### src/hw/arp_defines.svh
`ifndef ARP_DEFINES_SVH
`define ARP_DEFINES_SVH

// ----------------------------------------
// word layout
// ----------------------------------------
`define ARP_WORD_W 16
`define ARP_DATA_W 14
`define ARP_ADDR_HI 15
`define ARP_ADDR_LO 14

// ----------------------------------------
// write address codes
// ----------------------------------------
`define ARP_WADDR_NONE 2'h0
`define ARP_WADDR_TEST 2'h1
`define ARP_WADDR_CAL 2'h2
`define ARP_WADDR_CTRL 2'h3

// ----------------------------------------
// control field positions
// ----------------------------------------
`define ARP_CTL_INPUT_CONFIG 13
`define ARP_CTL_CHAN_HI 12
`define ARP_CTL_CHAN_LO 10
`define ARP_CTL_POWER_HI 9
`define ARP_CTL_POWER_LO 8
`define ARP_CTL_RDSEL_HI 7
`define ARP_CTL_RDSEL_LO 6
`define ARP_CTL_RANGE 5
`define ARP_CTL_CONV_START 4
`define ARP_CTL_CAL_TYPE 3
`define ARP_CTL_CALSEL_HI 2
`define ARP_CTL_CALSEL_LO 1
`define ARP_CTL_CAL_START 0
`define ARP_CTL_RESET 14'h0000

// ----------------------------------------
// read select codes
// ----------------------------------------
`define ARP_RSEL_RESULT 2'h0
`define ARP_RSEL_TEST 2'h1
`define ARP_RSEL_CAL 2'h2
`define ARP_RSEL_STATUS 2'h3

// ----------------------------------------
// host register map (axi4-lite)
// ----------------------------------------
`define ARP_HOST_WRITE 4'h0
`define ARP_HOST_READ 4'h4
`define ARP_HOST_STATUS 4'h8
`define ARP_HOST_DATA 4'hc
`define ARP_AXI_OKAY 2'h0
`define ARP_AXI_SLVERR 2'h2

`endif

### src/hw/arp_pkg.sv
package arp_pkg;
  typedef enum logic [1:0]
  {
    ARP_HS_IDLE = 2'b00,
    ARP_HS_LOW = 2'b01,
    ARP_HS_HIGH = 2'b10
  } arp_host_state_type;
endpackage

### src/hw/arp_if.sv
`timescale 1ns/1ps
`default_nettype none
interface arp_if;
  logic word_mode;
  logic [15:0] data_from_host;
  logic [15:0] data_to_host;
  logic wr_strobe;
  logic rd_strobe;
  modport device
  (
    input word_mode,
    input data_from_host,
    input wr_strobe,
    input rd_strobe,
    output data_to_host
  );
  modport host
  (
    output word_mode,
    output data_from_host,
    output wr_strobe,
    output rd_strobe,
    input data_to_host
  );
endinterface
`default_nettype wire

### src/hw/arp_host.sv
`include "arp_defines.svh"
`timescale 1ns/1ps
`default_nettype none
module arp_host
(
  input wire logic aclk,
  input wire logic aresetn,
  arp_if.host link,
  input wire logic [3:0] s_axi_awaddr,
  input wire logic s_axi_awvalid,
  output logic s_axi_awready,
  input wire logic [31:0] s_axi_wdata,
  input wire logic [3:0] s_axi_wstrb,
  input wire logic s_axi_wvalid,
  output logic s_axi_wready,
  output logic [1:0] s_axi_bresp,
  output logic s_axi_bvalid,
  input wire logic s_axi_bready,
  input wire logic [3:0] s_axi_araddr,
  input wire logic s_axi_arvalid,
  output logic s_axi_arready,
  output logic [31:0] s_axi_rdata,
  output logic [1:0] s_axi_rresp,
  output logic s_axi_rvalid,
  input wire logic s_axi_rready
);
  typedef struct packed
  {
    arp_pkg::arp_host_state_type st;
    logic [15:0] word;
    logic word_mode;
    logic aw_got;
    logic w_got;
    logic [3:0] awaddr;
    logic [31:0] wdata;
    logic bvalid;
    logic [1:0] bresp;
    logic rvalid;
    logic [1:0] rresp;
    logic [31:0] rdata;
    logic [15:0] last_read;
    logic [15:0] pin_data;
    logic wr;
    logic rd;
    logic rd_pend;
  } arp_host_s_type;

  arp_host_s_type s_reg;
  arp_host_s_type s_next;
  logic busy;

  // ----------------------------------------
  // axi slave and link sequencer
  // ----------------------------------------
  always_comb
  begin
    s_next = s_reg;
    s_next.wr = 1'b0;
    s_next.rd = 1'b0;
    busy = s_reg.st != arp_pkg::ARP_HS_IDLE;
    if (s_axi_awvalid && !s_reg.aw_got && !s_reg.bvalid)
    begin
      s_next.aw_got = 1'b1;
      s_next.awaddr = s_axi_awaddr;
    end
    if (s_axi_wvalid && !s_reg.w_got && !s_reg.bvalid)
    begin
      s_next.w_got = 1'b1;
      s_next.wdata = s_axi_wdata;
    end
    if (s_reg.aw_got && s_reg.w_got && !busy)
    begin
      s_next.aw_got = 1'b0;
      s_next.w_got = 1'b0;
      s_next.bvalid = 1'b1;
      s_next.bresp = `ARP_AXI_OKAY;
      unique case (s_reg.awaddr)
        `ARP_HOST_WRITE:
        begin
          s_next.word = s_reg.wdata[15:0];
          s_next.word_mode = s_reg.wdata[16];
          s_next.st = arp_pkg::ARP_HS_LOW;
        end
        `ARP_HOST_READ:
        begin
          s_next.word_mode = s_reg.wdata[16];
          s_next.rd_pend = 1'b1;
          s_next.st = arp_pkg::ARP_HS_LOW;
        end
        default:
          s_next.bresp = `ARP_AXI_SLVERR;
      endcase
    end
    if (s_reg.bvalid && s_axi_bready)
      s_next.bvalid = 1'b0;
    // one link strobe in each of LOW and HIGH, none in IDLE; byte mode does low then high
    unique case (s_reg.st)
      arp_pkg::ARP_HS_IDLE:
        s_next.st = s_next.st;
      arp_pkg::ARP_HS_LOW:
      begin
        s_next.pin_data = s_reg.word_mode ? s_reg.word :
          {8'h00, s_reg.word[7:0]};
        s_next.wr = !s_reg.rd_pend;
        s_next.rd = s_reg.rd_pend;
        s_next.st = s_reg.word_mode ? arp_pkg::ARP_HS_IDLE :
          arp_pkg::ARP_HS_HIGH;
      end
      arp_pkg::ARP_HS_HIGH:
      begin
        s_next.pin_data = {7'h00, 1'b1, s_reg.word[15:8]};
        s_next.wr = !s_reg.rd_pend;
        s_next.rd = s_reg.rd_pend;
        s_next.st = arp_pkg::ARP_HS_IDLE;
      end
      default:
        s_next.st = arp_pkg::ARP_HS_IDLE;
    endcase
    if (s_reg.rd)
    begin
      if (s_reg.word_mode)
        s_next.last_read = link.data_to_host;
      else if (s_reg.pin_data[8])
      begin
        s_next.last_read[15:8] = link.data_to_host[7:0];
        s_next.rd_pend = 1'b0;
      end
      else
        s_next.last_read[7:0] = link.data_to_host[7:0];
      if (s_reg.word_mode)
        s_next.rd_pend = 1'b0;
    end
    if (s_axi_arvalid && !s_reg.rvalid)
    begin
      s_next.rvalid = 1'b1;
      s_next.rresp = `ARP_AXI_OKAY;
      unique case (s_axi_araddr)
        `ARP_HOST_STATUS:
          s_next.rdata = {31'h0, busy};
        `ARP_HOST_DATA:
          s_next.rdata = {16'h0, s_reg.last_read};
        default:
        begin
          s_next.rdata = 32'h0;
          s_next.rresp = `ARP_AXI_SLVERR;
        end
      endcase
    end
    if (s_reg.rvalid && s_axi_rready)
      s_next.rvalid = 1'b0;
    if (!aresetn)
      s_next = '0;
  end

  always_ff @(posedge aclk)
    s_reg <= s_next;

  assign s_axi_awready = !s_reg.aw_got && !s_reg.bvalid;
  assign s_axi_wready = !s_reg.w_got && !s_reg.bvalid;
  assign s_axi_bvalid = s_reg.bvalid;
  assign s_axi_bresp = s_reg.bresp;
  assign s_axi_arready = !s_reg.rvalid;
  assign s_axi_rvalid = s_reg.rvalid;
  assign s_axi_rdata = s_reg.rdata;
  assign s_axi_rresp = s_reg.rresp;
  assign link.word_mode = s_reg.word_mode;
  assign link.data_from_host = s_reg.pin_data;
  assign link.wr_strobe = s_reg.wr;
  assign link.rd_strobe = s_reg.rd;
endmodule
`default_nettype wire

### src/flat_wrapper.sv
// flat-port wrapper written by rule: the top's interface ports become plain ports
module arp_host_flat 
  (aclk, aresetn, s_axi_awaddr, s_axi_awvalid, s_axi_awready, s_axi_wdata, s_axi_wstrb, s_axi_wvalid, s_axi_wready, s_axi_bresp, s_axi_bvalid, s_axi_bready, s_axi_araddr, s_axi_arvalid, s_axi_arready, s_axi_rdata, s_axi_rresp, s_axi_rvalid, s_axi_rready, link_word_mode, link_data_from_host, link_wr_strobe, link_rd_strobe, link_data_to_host);
  arp_if link_i ();
  input wire logic aclk;
  input wire logic aresetn;
  input wire logic [3:0] s_axi_awaddr;
  input wire logic s_axi_awvalid;
  output logic s_axi_awready;
  input wire logic [31:0] s_axi_wdata;
  input wire logic [3:0] s_axi_wstrb;
  input wire logic s_axi_wvalid;
  output logic s_axi_wready;
  output logic [1:0] s_axi_bresp;
  output logic s_axi_bvalid;
  input wire logic s_axi_bready;
  input wire logic [3:0] s_axi_araddr;
  input wire logic s_axi_arvalid;
  output logic s_axi_arready;
  output logic [31:0] s_axi_rdata;
  output logic [1:0] s_axi_rresp;
  output logic s_axi_rvalid;
  input wire logic s_axi_rready;
  output wire logic [$bits(link_i.word_mode)-1:0] link_word_mode;
  output wire logic [$bits(link_i.data_from_host)-1:0] link_data_from_host;
  output wire logic [$bits(link_i.wr_strobe)-1:0] link_wr_strobe;
  output wire logic [$bits(link_i.rd_strobe)-1:0] link_rd_strobe;
  input wire logic [$bits(link_i.data_to_host)-1:0] link_data_to_host;
  assign link_word_mode = link_i.word_mode;
  assign link_data_from_host = link_i.data_from_host;
  assign link_wr_strobe = link_i.wr_strobe;
  assign link_rd_strobe = link_i.rd_strobe;
  assign link_i.data_to_host = link_data_to_host;
  arp_host u_core (.aclk(aclk), .aresetn(aresetn), .link(link_i), .s_axi_awaddr(s_axi_awaddr), .s_axi_awvalid(s_axi_awvalid), .s_axi_awready(s_axi_awready), .s_axi_wdata(s_axi_wdata), .s_axi_wstrb(s_axi_wstrb), .s_axi_wvalid(s_axi_wvalid), .s_axi_wready(s_axi_wready), .s_axi_bresp(s_axi_bresp), .s_axi_bvalid(s_axi_bvalid), .s_axi_bready(s_axi_bready), .s_axi_araddr(s_axi_araddr), .s_axi_arvalid(s_axi_arvalid), .s_axi_arready(s_axi_arready), .s_axi_rdata(s_axi_rdata), .s_axi_rresp(s_axi_rresp), .s_axi_rvalid(s_axi_rvalid), .s_axi_rready(s_axi_rready));
endmodule
### config.mk
export PLATFORM = sky130hd
export DESIGN_NAME = arp_host_flat
export DESIGN_NICKNAME = d
export VERILOG_FILES = /design/src/hw/arp_pkg.sv /design/src/hw/arp_if.sv /design/src/hw/arp_host.sv /design/src/flat_wrapper.sv
export VERILOG_INCLUDE_DIRS = /design/src /design/src/hw
export SDC_FILE = /design/constraint.sdc
export NUM_CORES = 1
export LEC_CHECK = 0
export BUFFER_PORTS_ARGS = -buffer_cell sky130_fd_sc_hd__buf_2
export CAP_MARGIN = 20
export CORE_MARGIN = 2
export CORE_UTILIZATION = 35
export CTS_CLUSTER_SIZE = 14
export DETAILED_ROUTE_END_ITERATION = 8
export PLACE_DENSITY = 0.68
export SYNTH_ARGS = -nofsm -noshare
export SYNTH_HDL_FRONTEND = slang
export SYNTH_SLANG_ARGS = --single-unit
### constraint.sdc
create_clock -name aclk -period 3.25 [get_ports aclk]
set_input_delay 0 -clock aclk [delete_from_list [all_inputs] [get_ports aclk]]
set_output_delay 0 -clock aclk [all_outputs]
set_load 0.03 [all_outputs]
After elaboration in Yosys (flattened, before gate mapping)
Cells that the tools add are included.

Bits of input ports: 67. Word-level logic and storage cells: 80. Bits in registers: 115. Output and inout bits: 60.

Mux-type cells: 21. Equality and inequality tests: 8. Reduce and logical (&&, ||, !) cells: 32. Bitwise gates (word level): 1.

Operators by type and width (number): $mux W16 (3); $pmux W18 S2 (1); $pmux W16 S2 (1); $mux W21 (1); $mux W8 (2); $logic_and A1 B1 Y1 (11); $reduce_and A2 Y1 (5); $reduce_or A2 Y1 (5); $eq A4 B4 Y1 const B (2); $mux W1 (8); $mux W2 (4); $logic_not A1 Y1 (6); $reduce_bool A2 Y1 (3); $eq A4 B3 Y1 const B (1); $logic_not A4 Y1 (1); $ne A2 B1 Y1 const B (2); $pmux W2 S2 (1); $eq A2 B1 Y1 const B (1); $eq A2 B2 Y1 const B (1); $logic_not A2 Y1 (1); $ne A2 B2 Y1 const B (1); $not A1 Y1 (1).

Logic depth before layout (Yosys ltp)
Depth after elaboration: 7. Mapped depth: 6. Gate-level depth less buffers: 5.

Worst setup path after synthesis
Ideal clock, no wire load.

Path type: flip-flop to flip-flop. Start: reg u_core.s_reg (netlist bit u_core.s_axi_bvalid). End: reg u_core.s_reg[76] (netlist name). Stages on the path, launching flop included: 7. Setup slack: 1.690 ns. Period minus slack after synthesis: 1.560 ns. Path buffers: 3. Data required time: 3.118 ns. Library setup time: 0.132 ns. Data arrival time: 1.428 ns. Cells stage by stage: dfxtp_1 clkbuf_2 or3b_2 buf_2 buf_6 nand2_1 a21oi_1.

Word-level cells in the longest chain between the ends: 2.

Ends and longest elaborated chain: start, declared (RTL line arp_host.sv:48) `arp_host_s_type s_reg;`; start signal, assigned (RTL line arp_host.sv:156) `s_reg <= s_next;`; $logic_not A1 Y1 (RTL line arp_host.sv:66) `if (s_axi_wvalid && !s_reg.w_got && !s_reg.bvalid)`; $logic_and A1 B1 Y1 (RTL line arp_host.sv:66).

No other way between the ends. A chain may end at the register's enable or synchronous reset.

Worst setup path after layout
Start: reg u_core.s_reg (netlist bit u_core.link.word_mode). End: reg u_core.s_reg[30] (netlist name).

Word-level cells in the longest chain between the ends: 2. Elaborated cells on any way between the ends: 3. Classes of those cells: 1 x mux; 2 x reduce/logical.

Ends and longest elaborated chain: $reduce_bool A2 Y1 (no source line); $reduce_and A2 Y1 (no source line).

Parallel ways exist; a longest one is shown, timed or not.

==> flow_summary.ini <==
[cells_and_area]
largest_reg_flops = 58
nets = 611
num_antenna_cells = 0
fin_util = 0.428
syn_to_final_growth_pct = 18.0
drive_above_1_share = 0.211
finalNonFillerCells = 688

[logic_synthesis]
yosysSeqAreaShare = 0.465
synth_adder_area_share = 0.00899
netlist_area_sq_mm = 0.00418
synth_seq_cells = 97
postSynthAreaPerCell_sq_um = 8.73
synthSimpleGateAreaFrac = 0.164
ys_types = 38
synthCells = 478
synth_mux_area_frac = 0.0339
synth_ff_type = dfxtp_1
yosys_warnings = 0
synth-edff-count = 0
synth_compound_gate_area_share = 0.186
synthXorXnorAreaFrac = 0
async_flop_share = 0
synth_top_family_by_area = compound AO/OA/AOI/OAI gates

[global_route]
grt_overflow = 0
antenna_found_initial = 0
grt_pass1_wl_mm = 15.0
grt_max_degree = 39
grt_usage = 0.146
grt_pass1_vias = 3075

[sta]
rsz0062_at_grt = no
max_freq_ghz = 0.531
setup_viol = 0
skew_ps = 9.34
finalCritPeriodShare = 0.580
hold_viol_final = 0
relSlewSlack = 0.255
fin_crit_ps = 1880
fin_hold_ws_ps = 19.1
tns_ps = 0
worstMarginPinSlew_ps = 1110
slew_viol_final = 0

[die]
pin_count = 127
fp.dieArea_sq_mm = 0.0128
initial_utilization = 0.363
core_sq_mm = 0.0115
die_y_microns = 113
die_w_microns = 113
rows = 39

[pwr]
clockPowerShare = 0.389
switching_share = 0.261
power.switching_mw = 0.661
seqPwrFrac = 0.495
power_frac_comb = 0.116
leakage_nw = 1.93
ir_drop_v = 0.000245
power.density_mw_per_mm2 = 513
internal_power_mw = 1.87

[cts]
postCtsSetupBuffers = 0
cts_hold_buf = 32
clkLatencyLatePin_ps = 340
cts_resized = 0
h-tree-depth = 3
cts_buffer_depth = 2
cts_tree = done
clkSinkCount = 97
root_buffer = clkbuf_16
numCtsBuffers = 9
clkSlewWorstSetupHoldPaths_ps = 70

[worst_setup_path]
worst-r2r-setup-slack_ps = 1370
crit_arrival_ps = 2130
timing.rr.start = u_core.link.word_mode$_SDFFE_PN0P_
endpoint_kind = flip-flop
ff2ff_path_depth = 3
startpoint = u_core.link.word_mode$_SDFFE_PN0P_
critical_path_required_ps = 3490
crit_path_max_fanout = 17
critPathKind = reg -> reg
r2r_end = u_core.s_reg[30]$_SDFFE_PN0P_
startpoint_type = flip-flop

[flow_run]
max-cap-violations = 0

[status]
status = complete, but fails checks
violations = DRC

[place]
post-place-cells = 640
io_buffers = 89
place_hpwl_mm = 6.58
place.gp.congestion = 0.763

[route]
wl_per_cell_microns = 13.6
drt-initial-drc-count = 276
firstDrtPassIters = 7
vias_per_cell = 4.90
drc = 9
antenna_left = 0
wirelength_mm = 9.38
vias = 3372

[worst_hold_path]
holdPathStages = 3
hold-path-endpoint = u_core.s_reg[27]$_SDFFE_PN0P_
hp-class = in -> reg
hp-start = link_data_to_host[8]
cell type report:
cell class                 instances  area (sq um)
fill                            1147          6590
multi-input combinational        302          1710
tap                              143           179
clock inverter                     5          38.8
inverter                           7          26.3
clock buffer                      10           239
sequential                        97          1940
timing repair buffer             124           792
cell usage after synthesis (all sizes together), types with 7 or more instances:
cell | count | area share
dfxtp | 97 | 0.47
buf | 68 | 0.12
a21oi | 54 | 0.065
nor2 | 45 | 0.040
nand2 | 38 | 0.034
o21ai | 26 | 0.032
nand3 | 24 | 0.029
clkbuf | 21 | 0.019
a211oi | 17 | 0.031
a32oi | 15 | 0.031
mux2i | 13 | 0.031
nand2b | 10 | 0.015
nand3b | 9 | 0.016
a22oi | 8 | 0.014
inv | 7 | 0.0063
power by group through the flow:
stage / clock, mW / combinational [mW] / sequential (mW)
after detailed placement: 0 / 0.263 / 1.28
final: 0.983 / 0.294 / 1.25
after CTS: 1.01 / 0.293 / 1.25
after global routing: 1.05 / 0.325 / 1.26
after floorplan: 0 / 0.231 / 1.27
after global placement: 0 / 0.259 / 1.28
cells by family after synthesis:
logic type                 count (synthesis)
adders and majority gates                  3
AOI/OAI and AO/OA                        127
muxes                                     14
DFF                                       97
and+or+nand+nor                          140
buffers and inverters                     96
other                                      1
critical path, cell delays in order, from the launching register on:
cell      delay, ps
dfxtp_1         810
o21a_1          600
nor2_1          120
a211oi_1        250
metal layers:
metal | routed length (microns) | vias to the layer above | global-route usage
li1 | - | 1711 | -
met1 | 4250 | 1538 | 0.192
met2 | 4300 | 109 | 0.232
met3 | 654 | 14 | 0.0359
met4 | 170 | 0 | 0.0585
met5 | 0 | - | 0
how the worst max path moves through the flow:
stage	slack (ps)	cells after the start	endpoint
floorplan	1690	6	u_core.s_reg[76]$_SDFFE_PN0P_
global placement	1450	3	u_core.s_reg[32]$_SDFFE_PN0P_
detailed placement	1360	3	u_core.s_reg[30]$_SDFFE_PN0P_
CTS	1320	3	u_core.s_reg[30]$_SDFFE_PN0P_
global route	1210	3	u_core.s_reg[30]$_SDFFE_PN0P_
finish	1370	3	u_core.s_reg[30]$_SDFFE_PN0P_
placed cells by master, fill, tap and decap left out, types with 2 or more instances in the layout:
cell           count
a211oi_1          17
a21oi_1           54
a22oi_1            8
a31oi_1            3
a32oi_1           15
buf_2             89
buf_4              2
clkbuf_16          9
conb_1            18
dfxtp_1           97
dlygate4sd3_1     32
ha_1               3
inv_1              6
inv_6              2
mux2i_1           13
nand2_1           38
nand2b_1          10
nand3_1           24
nand3b_1           9
nor2_1            45
nor2b_1            2
nor3_1             3
nor3b_2            3
o21ai_0           16
o21ai_1            9
per-stage QoR:
step | total power [mW] | area, sq um | setup WS (ps)
5_1_grt | 2.63 | 4920 | 1210
4_1_cts | 2.55 | 4910 | 1320
3_3_place_gp | 1.54 | 4320 | 1450
6_report | 2.53 | 4920 | 1370
3_5_place_dp | 1.54 | 4320 | 1360
2_1_floorplan | 1.50 | 4240 | 1690
No activity file was read; power rests on OpenSTA's default activity.
